## src/hw/flash_ctrl_pkg.sv

```systemverilog
package flash_ctrl_pkg;

	// ------------------------------------------------------------
	// register byte offsets on the axi4-lite slave
	// ------------------------------------------------------------
	localparam logic [7:0] OFS_STATUS = 8'h00; // flash_status_reg
	localparam logic [7:0] OFS_SLOT_INDEX = 8'h04; // command_slot_index
	localparam logic [7:0] OFS_COMMAND_OBJECT = 8'h08; // command_object, slot picked by index
	localparam logic [7:0] OFS_DIVIDER = 8'h0c; // flash_clock_divider_code
	localparam logic [7:0] OFS_ECC_INDEX = 8'h10; // ecc_index_reg
	localparam logic [7:0] OFS_ECC_RESULT = 8'h14; // ecc_error_result_reg
	localparam logic [7:0] OFS_ECC_FLAGS = 8'h18; // ecc fault flags, write one to clear
	localparam logic [7:0] OFS_RESERVED_TEST = 8'h1c; // reserved_factory_test
	localparam logic [7:0] OFS_PROTECT = 8'h20; // protection of the one-time field

	// ------------------------------------------------------------
	// field positions
	// ------------------------------------------------------------
	localparam int STAT_DONE_BIT = 7; // command_complete_flag
	localparam int STAT_ACCESS_BIT = 5; // access_error_flag
	localparam int STAT_PROTECT_BIT = 4; // protection_violation_flag
	localparam int STAT_VERIFY_HI_BIT = 1; // verify_error_status_hi
	localparam int STAT_VERIFY_LO_BIT = 0; // verify_fatal_status_lo
	localparam int DIV_LOADED_BIT = 7; // divider has been written with a legal code
	localparam int ECC_DOUBLE_BIT = 1;
	localparam int ECC_SINGLE_BIT = 0;

	// ------------------------------------------------------------
	// command and slot encodings
	// ------------------------------------------------------------
	localparam logic [7:0] CMD_PROGRAM_ONCE = 8'h07;
	localparam logic [2:0] SLOT_CMD = 3'h0;
	localparam logic [2:0] SLOT_PHRASE = 3'h1;
	localparam logic [2:0] SLOT_WORD0 = 3'h2;
	localparam logic [2:0] SLOT_LAST = 3'h5;
	localparam logic [15:0] PHRASE_INDEX_MAX = 16'h0007;
	localparam int OTP_BYTES = 64;
	localparam int OTP_PHRASES = 8;
	localparam logic [22:0] OTP_BASE_ADDR = 23'h7f_ff00; // global address of the one-time field
	localparam logic [63:0] ERASED_PHRASE = 64'hffff_ffff_ffff_ffff;
	localparam logic [15:0] INVALID_READ_DATA = 16'hffff;

	// ------------------------------------------------------------
	// reset values and divider range
	// ------------------------------------------------------------
	localparam logic [6:0] DIV_CODE_MIN = 7'h01;
	localparam logic [6:0] DIV_CODE_MAX = 7'h2f;
	localparam logic [6:0] DIV_RESET = 7'h00;
	localparam logic [2:0] ECC_IX_ADDR_HI = 3'h0;
	localparam logic [2:0] ECC_IX_ADDR_LO = 3'h1;
	localparam logic [2:0] ECC_IX_DATA = 3'h2;

	// ------------------------------------------------------------
	// timing: programming pulse measured in flash clock ticks
	// ------------------------------------------------------------
	localparam int PROG_TIME_US = 20;
	localparam int FLASH_OPERATING_CLOCK_NOMINAL_MHZ = 1;
	localparam logic [7:0] PROG_FLASH_OPERATING_CLOCK_TICKS = 8'(PROG_TIME_US * FLASH_OPERATING_CLOCK_NOMINAL_MHZ);

	// ------------------------------------------------------------
	// bus answers
	// ------------------------------------------------------------
	localparam logic [1:0] RESP_OKAY = 2'b00;
	localparam logic [1:0] RESP_SLVERR = 2'b10;

	typedef struct packed {
		logic done;
		logic access_err;
		logic prot_viol;
		logic verify_err;
		logic verify_fatal;
	} status_t;

	typedef struct packed {
		logic [22:0] addr;
		logic [15:0] data;
	} ecc_fault_t;

	typedef enum logic [2:0] {
		ST_IDLE,
		ST_ERASE_READ,
		ST_ERASE_CHECK,
		ST_PROGRAM,
		ST_VERIFY_READ,
		ST_VERIFY_CHECK
	} seq_state_t;

endpackage

```

## src/hw/flash_otp_ctrl.sv

```systemverilog
// Chosen here: register access over AXI4-Lite and the address map.
`timescale 1ns/1ps

// Notes on behaviour
// - only the 64-byte, 8-phrase field is programmed
// - phrase index 0 to 7 accepted
// - erase check, then program, then read-back verify
// - done flag low until operation finishes
// - already programmed phrase is refused
// - block 0 reads invalid while busy
// - access error unless slot index is 5
// - access error for unavailable command
// - access error for invalid global address
// - access error for misaligned phrase address
// - protection error for protected address
// - verify high bit on any mismatch
// - verify low bit on uncorrectable mismatch
// - no new ecc capture until flag cleared
// - double fault recorded over single fault
// - ecc result field chosen by index
// - test register reads zero, ignores writes
// - divider code 0x01-0x2f picks flash clock
module flash_otp_ctrl
	import flash_ctrl_pkg::*;
(
	input wire logic aclk,
	input wire logic aresetn,
	input wire logic [31:0] s_axi_awaddr,
	input wire logic s_axi_awvalid,
	output logic s_axi_awready,
	input wire logic [31:0] s_axi_wdata,
	input wire logic [3:0] s_axi_wstrb,
	input wire logic s_axi_wvalid,
	output logic s_axi_wready,
	output logic [1:0] s_axi_bresp,
	output logic s_axi_bvalid,
	input wire logic s_axi_bready,
	input wire logic [31:0] s_axi_araddr,
	input wire logic s_axi_arvalid,
	output logic s_axi_arready,
	output logic [31:0] s_axi_rdata,
	output logic [1:0] s_axi_rresp,
	output logic s_axi_rvalid,
	input wire logic s_axi_rready,
	input wire logic ecc_single_fault,
	input wire logic ecc_double_fault,
	input wire ecc_fault_t ecc_fault_info,
	input wire logic [15:0] block0_array_data,
	output logic [15:0] block0_read_data,
	output logic flash_operating_clock,
	output logic busy
);

	// ------------------------------------------------------------
	// state
	// ------------------------------------------------------------
	status_t status; // flash_status_reg bits
	logic [2:0] command_slot_index; // slot pointer
	logic [15:0] command_object [6]; // parameter slots
	logic [6:0] flash_clock_divider_code; // divider code
	logic div_loaded; // legal code has been written
	logic [6:0] flash_clock_divider_code_cnt; // oscillator cycle counter
	logic [2:0] ecc_result_index; // ecc_index_reg
	logic ecc_single_flag; // single fault recorded
	logic ecc_double_flag; // double fault recorded
	ecc_fault_t ecc_record; // captured fault
	logic protect_otp; // field write protected
	seq_state_t state; // sequencer
	logic [7:0] prog_cnt; // programming pulse ticks left
	logic [2:0] phrase; // latched phrase
	logic [63:0] prog_data; // latched phrase data
	logic [31:0] aw_addr; // held write address
	logic [31:0] w_data; // held write data
	logic [3:0] w_strb; // held strobes
	logic aw_full; // write address held
	logic w_full; // write data held
	logic [63:0] otp_rd_data; // read-back from storage
	logic otp_wr_en; // storage write strobe
	logic next_busy; // sequencer not idle next

	// ------------------------------------------------------------
	// bus decode
	// ------------------------------------------------------------
	wire logic aw_hs = s_axi_awvalid & s_axi_awready;
	wire logic w_hs = s_axi_wvalid & s_axi_wready;
	wire logic ar_hs = s_axi_arvalid & s_axi_arready;
	wire logic [31:0] wr_addr = aw_hs ? s_axi_awaddr : aw_addr;
	wire logic [31:0] wr_data = w_hs ? s_axi_wdata : w_data;
	wire logic [3:0] wr_strb = w_hs ? s_axi_wstrb : w_strb;
	wire logic wr_fire = (aw_full | aw_hs) & (w_full | w_hs) & ~s_axi_bvalid;
	wire logic wr_hi = (wr_addr[31:8] == 24'h00_0000);
	wire logic [7:0] wofs = wr_addr[7:0];
	wire logic [7:0] rofs = s_axi_araddr[7:0];
	wire logic rd_hi = (s_axi_araddr[31:8] == 24'h00_0000);
	wire logic lane0 = wr_fire & wr_strb[0];
	wire logic lane1 = wr_fire & wr_strb[1];
	wire logic w_status = lane0 & wr_hi & (wofs == OFS_STATUS);
	wire logic w_index = lane0 & wr_hi & (wofs == OFS_SLOT_INDEX);
	wire logic w_object = wr_fire & wr_hi & (wofs == OFS_COMMAND_OBJECT);
	wire logic w_divider = lane0 & wr_hi & (wofs == OFS_DIVIDER);
	wire logic w_ecc_index = lane0 & wr_hi & (wofs == OFS_ECC_INDEX);
	wire logic w_ecc_flags = lane0 & wr_hi & (wofs == OFS_ECC_FLAGS);
	wire logic w_protect = lane0 & wr_hi & (wofs == OFS_PROTECT);
	// writes to the test register are accepted and dropped
	wire logic wr_mapped = wr_hi & (wofs == OFS_STATUS || wofs == OFS_SLOT_INDEX || wofs == OFS_COMMAND_OBJECT ||
		wofs == OFS_DIVIDER || wofs == OFS_ECC_INDEX || wofs == OFS_ECC_RESULT || wofs == OFS_ECC_FLAGS ||
		wofs == OFS_RESERVED_TEST || wofs == OFS_PROTECT);

	// ------------------------------------------------------------
	// launch checks
	// ------------------------------------------------------------
	// the one-time field is addressed by phrase, so the global address is
	// built from the index and checked like any other programming address
	wire logic [15:0] phrase_arg = command_object[SLOT_PHRASE];
	wire logic [22:0] global_addr = OTP_BASE_ADDR + {phrase_arg[12:0], 3'b000};
	wire logic launch = w_status & wr_data[STAT_DONE_BIT] & status.done & ~busy;
	wire logic bad_slot = (command_slot_index != SLOT_LAST);
	wire logic bad_mode = (command_object[SLOT_CMD][7:0] != CMD_PROGRAM_ONCE) | ~div_loaded;
	wire logic bad_addr = (phrase_arg > PHRASE_INDEX_MAX);
	wire logic misaligned = (global_addr[2:0] != 3'b000);
	wire logic prot_hit = protect_otp & ~bad_addr;
	wire logic launch_err = bad_slot | bad_mode | bad_addr | misaligned;
	// earlier error flags still set also block a launch
	wire logic launch_ok = launch & ~launch_err & ~prot_hit & ~status.access_err & ~status.prot_viol;

	// ------------------------------------------------------------
	// verify comparison
	// ------------------------------------------------------------
	wire logic [63:0] mismatch = otp_rd_data ^ prog_data;
	wire logic any_err = |mismatch;
	wire logic multi_err = |(mismatch & (mismatch - 64'h1)); // more than one bit wrong
	wire logic flash_operating_clock_tick = (flash_clock_divider_code_cnt == flash_clock_divider_code);

	// ------------------------------------------------------------
	// read mux
	// ------------------------------------------------------------
	wire logic [15:0] ecc_view = (ecc_result_index == ECC_IX_ADDR_HI) ? {9'h000, ecc_record.addr[22:16]} :
		(ecc_result_index == ECC_IX_ADDR_LO) ? ecc_record.addr[15:0] :
		(ecc_result_index == ECC_IX_DATA) ? ecc_record.data : 16'h0000;
	wire logic [7:0] status_view = {status.done, 1'b0, status.access_err, status.prot_viol, 2'b00,
		status.verify_err, status.verify_fatal};
	wire logic rd_mapped = rd_hi & (rofs == OFS_STATUS || rofs == OFS_SLOT_INDEX || rofs == OFS_COMMAND_OBJECT ||
		rofs == OFS_DIVIDER || rofs == OFS_ECC_INDEX || rofs == OFS_ECC_RESULT || rofs == OFS_ECC_FLAGS ||
		rofs == OFS_RESERVED_TEST || rofs == OFS_PROTECT);
	wire logic [15:0] slot_view = (command_slot_index > SLOT_LAST) ? 16'h0000 : command_object[command_slot_index];
	wire logic [31:0] rd_value = !rd_hi ? 32'h0000_0000 :
		(rofs == OFS_STATUS) ? {24'h00_0000, status_view} :
		(rofs == OFS_SLOT_INDEX) ? {29'h0000_0000, command_slot_index} :
		(rofs == OFS_COMMAND_OBJECT) ? {16'h0000, slot_view} :
		(rofs == OFS_DIVIDER) ? {24'h00_0000, div_loaded, flash_clock_divider_code} :
		(rofs == OFS_ECC_INDEX) ? {29'h0000_0000, ecc_result_index} :
		(rofs == OFS_ECC_RESULT) ? {16'h0000, ecc_view} :
		(rofs == OFS_ECC_FLAGS) ? {30'h0000_0000, ecc_double_flag, ecc_single_flag} :
		(rofs == OFS_PROTECT) ? {31'h0000_0000, protect_otp} :
		32'h0000_0000; // test register and holes read zero

	assign otp_wr_en = (state == ST_PROGRAM) & flash_operating_clock_tick & (prog_cnt == 8'h01);
	assign next_busy = (state != ST_IDLE) | launch_ok;

	// ------------------------------------------------------------
	// storage for the one-time field
	// ------------------------------------------------------------
	otp_store u_store (
		.aclk(aclk),
		.aresetn(aresetn),
		.wr_en(otp_wr_en),
		.addr(phrase),
		.wr_data(prog_data),
		.rd_data(otp_rd_data)
	);

	// ------------------------------------------------------------
	// axi4-lite write channel
	// ------------------------------------------------------------
	// address and data are held apart so either may come first
	always_ff @(posedge aclk) begin
		if (!aresetn) begin
			s_axi_awready <= 1'b1;
			s_axi_wready <= 1'b1;
			s_axi_bvalid <= 1'b0;
			s_axi_bresp <= RESP_OKAY;
			aw_full <= 1'b0;
			w_full <= 1'b0;
			aw_addr <= 32'h0000_0000;
			w_data <= 32'h0000_0000;
			w_strb <= 4'h0;
		end else begin
			if (aw_hs) begin
				aw_addr <= s_axi_awaddr;
				aw_full <= 1'b1;
				s_axi_awready <= 1'b0;
			end
			if (w_hs) begin
				w_data <= s_axi_wdata;
				w_strb <= s_axi_wstrb;
				w_full <= 1'b1;
				s_axi_wready <= 1'b0;
			end
			if (wr_fire) begin
				// both halves present: answer and free the holders
				s_axi_bvalid <= 1'b1;
				s_axi_bresp <= wr_mapped ? RESP_OKAY : RESP_SLVERR;
				aw_full <= 1'b0;
				w_full <= 1'b0;
				s_axi_awready <= 1'b0;
				s_axi_wready <= 1'b0;
			end else if (s_axi_bvalid & s_axi_bready) begin
				s_axi_bvalid <= 1'b0;
				s_axi_awready <= 1'b1;
				s_axi_wready <= 1'b1;
			end
		end
	end

	// ------------------------------------------------------------
	// axi4-lite read channel
	// ------------------------------------------------------------
	// reads have no side effects, so data is sampled at address time
	always_ff @(posedge aclk) begin
		if (!aresetn) begin
			s_axi_arready <= 1'b1;
			s_axi_rvalid <= 1'b0;
			s_axi_rdata <= 32'h0000_0000;
			s_axi_rresp <= RESP_OKAY;
		end else if (ar_hs) begin
			s_axi_arready <= 1'b0;
			s_axi_rvalid <= 1'b1;
			s_axi_rdata <= rd_value;
			s_axi_rresp <= rd_mapped ? RESP_OKAY : RESP_SLVERR;
		end else if (s_axi_rvalid & s_axi_rready) begin
			s_axi_rvalid <= 1'b0;
			s_axi_arready <= 1'b1;
		end
	end

	// ------------------------------------------------------------
	// parameter slots and configuration
	// ------------------------------------------------------------
	// slots are frozen while a command runs so the latched phrase stays true
	always_ff @(posedge aclk) begin
		if (!aresetn) begin
			command_slot_index <= SLOT_CMD;
			for (int i = 0; i <= SLOT_LAST; i++) begin
				command_object[i] <= 16'h0000;
			end
			ecc_result_index <= ECC_IX_ADDR_HI;
			protect_otp <= 1'b0;
		end else begin
			if (w_index & ~busy) begin
				command_slot_index <= wr_data[2:0];
			end
			if (w_object & ~busy & (command_slot_index <= SLOT_LAST)) begin
				if (wr_strb[0]) begin
					command_object[command_slot_index][7:0] <= wr_data[7:0];
				end
				if (wr_strb[1]) begin
					command_object[command_slot_index][15:8] <= wr_data[15:8];
				end
			end
			if (w_ecc_index) begin
				ecc_result_index <= wr_data[2:0];
			end
			if (w_protect & ~busy) begin
				protect_otp <= wr_data[0];
			end
		end
	end

	// ------------------------------------------------------------
	// flash clock divider
	// ------------------------------------------------------------
	// codes outside the legal band are dropped so the flash clock never
	// leaves its window; lane1 is unused here
	always_ff @(posedge aclk) begin
		if (!aresetn) begin
			flash_clock_divider_code <= DIV_RESET;
			div_loaded <= 1'b0;
			flash_clock_divider_code_cnt <= 7'h00;
			flash_operating_clock <= 1'b0;
		end else begin
			if (w_divider & ~busy & (wr_data[6:0] >= DIV_CODE_MIN) & (wr_data[6:0] <= DIV_CODE_MAX)) begin
				flash_clock_divider_code <= wr_data[6:0];
				div_loaded <= 1'b1;
			end
			flash_clock_divider_code_cnt <= flash_operating_clock_tick ? 7'h00 : flash_clock_divider_code_cnt + 7'h01;
			flash_operating_clock <= flash_operating_clock_tick & div_loaded;
		end
	end

	// ------------------------------------------------------------
	// ecc fault capture
	// ------------------------------------------------------------
	// one record holds either kind, so any set flag locks it
	always_ff @(posedge aclk) begin
		if (!aresetn) begin
			ecc_single_flag <= 1'b0;
			ecc_double_flag <= 1'b0;
			ecc_record <= '0;
		end else begin
			if (~ecc_single_flag & ~ecc_double_flag & (ecc_single_fault | ecc_double_fault)) begin
				ecc_record <= ecc_fault_info;
			end
			// a fault arriving with a clear is lost unless both flags were already clear
			if (~ecc_single_flag & ~ecc_double_flag & ecc_double_fault) begin
				ecc_double_flag <= 1'b1;
			end else if (w_ecc_flags & wr_data[ECC_DOUBLE_BIT]) begin
				ecc_double_flag <= 1'b0;
			end
			if (~ecc_single_flag & ~ecc_double_flag & ecc_single_fault & ~ecc_double_fault) begin
				ecc_single_flag <= 1'b1;
			end else if (w_ecc_flags & wr_data[ECC_SINGLE_BIT]) begin
				ecc_single_flag <= 1'b0;
			end
		end
	end

	// ------------------------------------------------------------
	// program-once sequencer
	// ------------------------------------------------------------
	always_ff @(posedge aclk) begin
		if (!aresetn) begin
			state <= ST_IDLE;
			status <= '{done: 1'b1, default: 1'b0};
			prog_cnt <= 8'h00;
			phrase <= 3'h0;
			prog_data <= ERASED_PHRASE;
			busy <= 1'b0;
		end else begin
			busy <= next_busy;
			// error flags clear on a one written, but a fresh error wins
			if (w_status & wr_data[STAT_ACCESS_BIT] & ~launch) begin
				status.access_err <= 1'b0;
			end
			if (w_status & wr_data[STAT_PROTECT_BIT] & ~launch) begin
				status.prot_viol <= 1'b0;
			end
			unique case (state)
				ST_IDLE: begin
					if (launch) begin
						status.verify_err <= 1'b0;
						status.verify_fatal <= 1'b0;
						status.access_err <= launch_err | status.access_err;
						status.prot_viol <= (prot_hit & ~launch_err) | status.prot_viol;
					end
					if (launch_ok) begin
						status.done <= 1'b0;
						phrase <= phrase_arg[2:0];
						prog_data <= {command_object[SLOT_WORD0 + 3'h3], command_object[SLOT_WORD0 + 3'h2],
							command_object[SLOT_WORD0 + 3'h1], command_object[SLOT_WORD0]};
						state <= ST_ERASE_READ;
					end
				end
				ST_ERASE_READ: begin
					state <= ST_ERASE_CHECK; // storage read latency
				end
				ST_ERASE_CHECK: begin
					if (otp_rd_data == ERASED_PHRASE) begin
						prog_cnt <= PROG_FLASH_OPERATING_CLOCK_TICKS;
						state <= ST_PROGRAM;
					end else begin
						status.access_err <= 1'b1;
						status.done <= 1'b1;
						state <= ST_IDLE;
					end
				end
				ST_PROGRAM: begin
					// pulse timed in flash clock ticks
					if (flash_operating_clock_tick) begin
						prog_cnt <= prog_cnt - 8'h01;
						if (prog_cnt == 8'h01) begin
							state <= ST_VERIFY_READ;
						end
					end
				end
				ST_VERIFY_READ: begin
					state <= ST_VERIFY_CHECK;
				end
				ST_VERIFY_CHECK: begin
					status.verify_err <= any_err;
					status.verify_fatal <= multi_err;
					status.done <= 1'b1;
					state <= ST_IDLE;
				end
			endcase
		end
	end

	// ------------------------------------------------------------
	// block 0 read path
	// ------------------------------------------------------------
	// array contents are unstable while programming, so hide them
	always_ff @(posedge aclk) begin
		if (!aresetn) begin
			block0_read_data <= INVALID_READ_DATA;
		end else begin
			block0_read_data <= next_busy ? INVALID_READ_DATA : block0_array_data;
		end
	end

endmodule

```

## src/hw/otp_store.sv

```systemverilog
`timescale 1ns/1ps

// ------------------------------------------------------------
// one-time field storage, one phrase per word
// ------------------------------------------------------------
module otp_store
	import flash_ctrl_pkg::*;
(
	input wire logic aclk,
	input wire logic aresetn,
	input wire logic wr_en,
	input wire logic [2:0] addr,
	input wire logic [63:0] wr_data,
	output logic [63:0] rd_data
);

	logic [63:0] mem [OTP_PHRASES]; // array, starts erased

	// write and registered read; reset restores the erased state
	always_ff @(posedge aclk) begin
		if (!aresetn) begin
			for (int i = 0; i < OTP_PHRASES; i++) begin
				mem[i] <= ERASED_PHRASE;
			end
			rd_data <= ERASED_PHRASE;
		end else begin
			if (wr_en) begin
				mem[addr] <= wr_data;
			end
			rd_data <= mem[addr];
		end
	end

endmodule

```

## config.mk

```make
export PLATFORM = sky130hd
export DESIGN_NAME = flash_otp_ctrl
export DESIGN_NICKNAME = d
export VERILOG_FILES = /design/src/hw/flash_ctrl_pkg.sv /design/src/hw/flash_otp_ctrl.sv /design/src/hw/otp_store.sv
export SDC_FILE = /design/constraint.sdc
export NUM_CORES = 1
export LEC_CHECK = 0
export ABC_AREA = 1
export BUFFER_PORTS_ARGS = -buffer_cell sky130_fd_sc_hd__buf_2
export CAP_MARGIN = 0
export CELL_PAD_IN_SITES_DETAIL_PLACEMENT = 1
export CELL_PAD_IN_SITES_GLOBAL_PLACEMENT = 1
export CORE_UTILIZATION = 43
export CTS_CLUSTER_DIAMETER = 60
export DETAILED_ROUTE_END_ITERATION = 16
export PLACE_DENSITY = 0.84
export SYNTH_ARGS = -nofsm -noshare
export SYNTH_HDL_FRONTEND = slang
export SYNTH_SLANG_ARGS = --single-unit
```

## constraint.sdc

```tcl
create_clock -name aclk -period 7.1 [get_ports aclk]
set_input_delay 1.42 -clock aclk [delete_from_list [all_inputs] [get_ports aclk]]
set_output_delay 1.42 -clock aclk [all_outputs]
set_load 0.01 [all_outputs]
```

Word-level counts from Yosys, hierarchy flattened
Memory sizes are Yosys's and may differ from the RTL's. A register that Yosys moved wholly into a read port is not among the register bits.
Index checks and enable logic that the tools add are counted.

word-level totals
  bits of input ports = 164
  output and inout bits = 59
  register bits after elaboration = 193
  word-level logic and storage cells = 274
  memories kept = 2
  bits in writable memories = 608

cells by class
  bitwise logic cells = 74
  muxes and demuxes = 71
  add/subtract/negate cells = 4
  eq/ne operators = 34
  magnitude comparators = 5
  reduce and logical (&&, ||, !) cells = 50

memory list
  memory          words  width  read ports  clocked after Yosys merged registers in  write ports  line                  text
  u_store.mem     8      64     1           1                                        8            otp_store.sv:17       logic [63:0] mem [OTP_PHRASES];
  command_object  6      16     7           5                                        6            flash_otp_ctrl.sv:59  logic [15:0] command_object [6];

operators by type and width
  operator               number
  $mux 16                13
  $reduce_or 64->1       3
  $and 64x64->64         1
  $eq 64x64->1 const B   1
  $eq 8x5->1 const B     8
  $mux 64                1
  $sub 64x1->64 const B  1
  $xor 64x64->64         1
  $and 1x1->1            49
  $logic_not 24->1       2
  $mux 1                 34
  $eq 8x4->1 const B     4
  $mux 32                1
  $mux 3                 7
  $pmux 3 s6             1
  $eq 8x3->1 const B     2
  $eq 8x6->1 const B     2
  $gt 16x3->1 const B    1
  $logic_not 8->1        2
  $logic_or 1x1->1       16
  $mux 8                 2
  $pmux 8 s2             1
  $reduce_or 16->1       1
  $reduce_bool 3->1      5
  29 further kinds       79

Logic depth before layout (Yosys ltp)
  depth in word-level cells = 16
  gate-level depth with buffers = 18
  gate-level depth less buffers = 18

Hierarchy
From an unflattened synthesis, not the netlist that was laid out.

second synthesis, totals
  cell total of the unflattened synthesis = 5707
  area total of the unflattened synthesis = 45496.1 µm²

by module, submodules not included
  module          seq. area each (µm²)  cells each  area each (µm²)  times used
  otp_store       16656.0               2925        25933.6          1
  flash_otp_ctrl  8688.3                2782        19562.5          1

Worst setup path before layout
No wires, ideal clock.

  path type = input -> register
  from = input port aresetn
  to = memory u_store.mem[0][0], enable pin
  data required time = 6.525 ns
  setup time = 0.575 ns
  arrival time = 6.388 ns
  path slack = 0.138 ns
  cell stages on the path = 4
  buffers on the path = 0
  cells stage by stage = nand2_1 > nor2_1 > nand2_2 > o21ai_0

RTL lines
  element      line                  text
  from (decl)  flash_otp_ctrl.sv:27  input wire logic aresetn,
  to (decl)    otp_store.sv:17

==> results.txt <==
ys async rst share -> 0
GRT overflow -> 0
final wirelength -> 142,000 um
Netlist cell types -> 63
CP required -> 7630 ps
# setup viols final -> 0
R2R depth -> 10
I/O pin total -> 223
WHS Path Cells -> 2
outcome -> complete, no violations
hold crit path type -> flip-flop to flip-flop
FF-to-FF Start -> command_slot_index[2]
Final ANT Viol Nets -> 0
Setup crit start kind -> input port
vias per cell -> 5.64
GR Util All Layers -> 0.281
RSZ-0062 raised after global routing -> false
crit path DAT -> 5120 ps
footprint of the multi-input gates -> 14,700 um^2
setup TNS -> 0 ps
Mapped Cells -> 4,718
IO Port Bufs -> 186
WL per Instance -> 22.7 um
Final Cycle Share -> 0.646
CTS Root Cell -> clkbuf_16
Post-CTS Setup Bufs -> 0
hold buffers post-CTS -> 0
gr busiest metal -> met2
initial antenna violation count -> 6
most frequent cells after synthesis -> nand2_1, edfxtp_1, nor2_1
Layout area overhead -> 13.5%
Slew @ Worst Pin -> 1270 ps
Residual DRC -> 0
share of post-route cells with drive strength above 1 -> 0.0982
CP max FO -> 43
reg-to-reg slack, setup -> 2650 ps
# resized after CTS -> 0
Synth Cell Area -> 42,600 um^2
via count -> 35,125
clk slew on worst S/H paths -> 60 ps
filler cell count -> 11,288
final hold violations -> 0
Yosys top cell by area -> edfxtp_1
# Max-Cap Violations -> 0
hold path start -> ecc_record[26]
clock sink total -> 946
most numerous cell in the Yosys netlist -> nand2_1
Leakage Power -> 19.1 nW
core box area -> 98,300 um^2
register area share after synthesis -> 0.595
yosys synthesis warning count -> 0
CTS tree -> done
# rows -> 115
RePlAce Congestion -> 0.955
Hold EP -> ecc_record[26]
Num CTS Buffers -> 102
largest net degree at the start of global routing -> 129
Die Width -> 317 um
Slew Limit Fails -> 0
crit path kind -> input port to flip-flop
Clock Tree Buf Depth -> 3
minimum clock period -> 4590 ps
drt first pass iters -> 5
Synth area leaders -> edfxtp_1, dfxtp_1, nand2_1
Mean Syn Cell Area -> 9.03 um^2
CTS H-tree depth -> 3
HPWL reported at the end of detailed placement -> 90,300 um
Vert. Die Dim -> 317 um
met2 Use GR -> 0.491
met1 Usage GRT -> 0.347
vias in the first global route -> 36,907
met3 GRT Util -> 0.0386
initial DRC count -> 2,986
power density over the cells -> 260 nW/um^2
Synth Flop Type -> edfxtp_1
Starting Density -> 0.433
FF/Latch Area -> 25,300 um^2
Post-synth EDFFs -> 640
#FFs+latches synth -> 946
latest clock arrival within the worst-skew pair -> 700 ps
peak supply drop -> 0.199 mV
CP Capture Type -> flip-flop
die area -> 100,000 um^2
r2r endpoint -> prog_data[27]
Hold WS -> 458 ps
Nets -> 5,019
top cell type's share of synthesized area -> 0.451
global-route wire length before repair -> 215,000 um
Clock Skews -> 43.4 ps
slew margin rel. -> 0.154
highest clock rate -> 218 MHz
## cell usage in the layout, fill, tap and decap left out, types with 17 or more instances in the layout
cell type / count
a221oi_1: 129
conb_1: 50
clkinv_2: 17
o211ai_1: 19
o22ai_1: 17
dfxtp_1: 305
o21ai_0: 150
a21oi_1: 151
a32o_1: 64
clkbuf_16: 108
clkbuf_1: 25
inv_1: 396
nor4_1: 28
clkinv_1: 68
nor2_1: 593
buf_4: 37
o221ai_1: 23
nand4_1: 87
buf_2: 185
nand2_1: 1457
edfxtp_1: 640
nand3_1: 149
## flip-flops by register name, indices dropped and copies added, names as in the netlist, 8 cells and up, named ones only
signal and flops:
aw_addr 32, block0_read_data 16, command_object 128, ecc_record 39, prog_cnt 8, prog_data 64
s_axi_rdata 16, u_store.mem 512, u_store.rd_data 64, w_data 16
## metrics by stage
step           power [mW]  cell area [um^2]  setup WS (ps)  std cells  utilization
2_1_floorplan        6.83             42800            138       4767            -
3_3_place_gp         7.06             44800           1970       6035        0.456
3_5_place_dp         7.11             44800           1850       6035        0.456
4_1_cts              12.6             48300           2550       6228        0.492
5_1_grt              12.9             48300           2170       6230        0.492
6_report             12.6             48300           2510       6231        0.492
## metal layers
layer / up-vias / part of all wire
met3: 304 / 0.063
met1: 17441 / 0.40
met4: 6 / 0.040
met5: - / 0.00021
met2: 1321 / 0.50
li1: 16053 / -
## area by class of cell
class                   count  area share
multi-input cells        3107       0.304
repair buffers            232      0.0289
flip-flops and latches    946       0.525
inverters                 463      0.0361
diodes                      3    0.000155
clock inverters            43      0.0103
well taps                1287      0.0333
clock buffers             150      0.0625
## worst max-delay path, cell delays in order
cell and delay, ps:
buf_2 110, nand2_4 380, inv_4 200, o21ai_0 450, nand2_1 90, nor2_1 120
nand3_1 180, nor2b_4 190, nand2_1 70, nor2_2 110, nand3_1 100, nand2_1 570
inv_1 330, nor2_1 330, inv_1 250, nor2_1 200
## worst max-delay path by stage
stage                       start                    end  slack, ps  depth (start not counted)
finish              s_axi_awvalid  command_object[2][15]       2510                         16
CTS                 s_axi_awvalid  command_object[2][15]       2550                         16
detailed placement  s_axi_awvalid  command_object[2][15]       1850                         16
global route        s_axi_awvalid  command_object[4][11]       2170                         16
global placement    s_axi_awvalid   command_object[4][1]       1970                         14
floorplan                 aresetn      u_store.mem[0][0]        140                          4
## cells by family after synthesis
logic type	share of synthesized area
adder cells (fa/ha/maj)	0.000882
buffers and inverters	0.0675
multiplexers	0.00332
AO/OA/AOI/OAI	0.0945
XOR/XNOR	0.00391
AND/OR/NAND/NOR	0.235
flip-flops	0.595
other	0.0000881
## power breakdown
part / internal [mW] / switching (mW) / total (mW)
Clock: 3.28 / 2.29 / 5.57
Combinational: 0.225 / 0.540 / 0.764
Sequential: 6.13 / 0.112 / 6.25
Total: 9.64 / 2.94 / 12.6
Power figures use the tool's default switching activity.
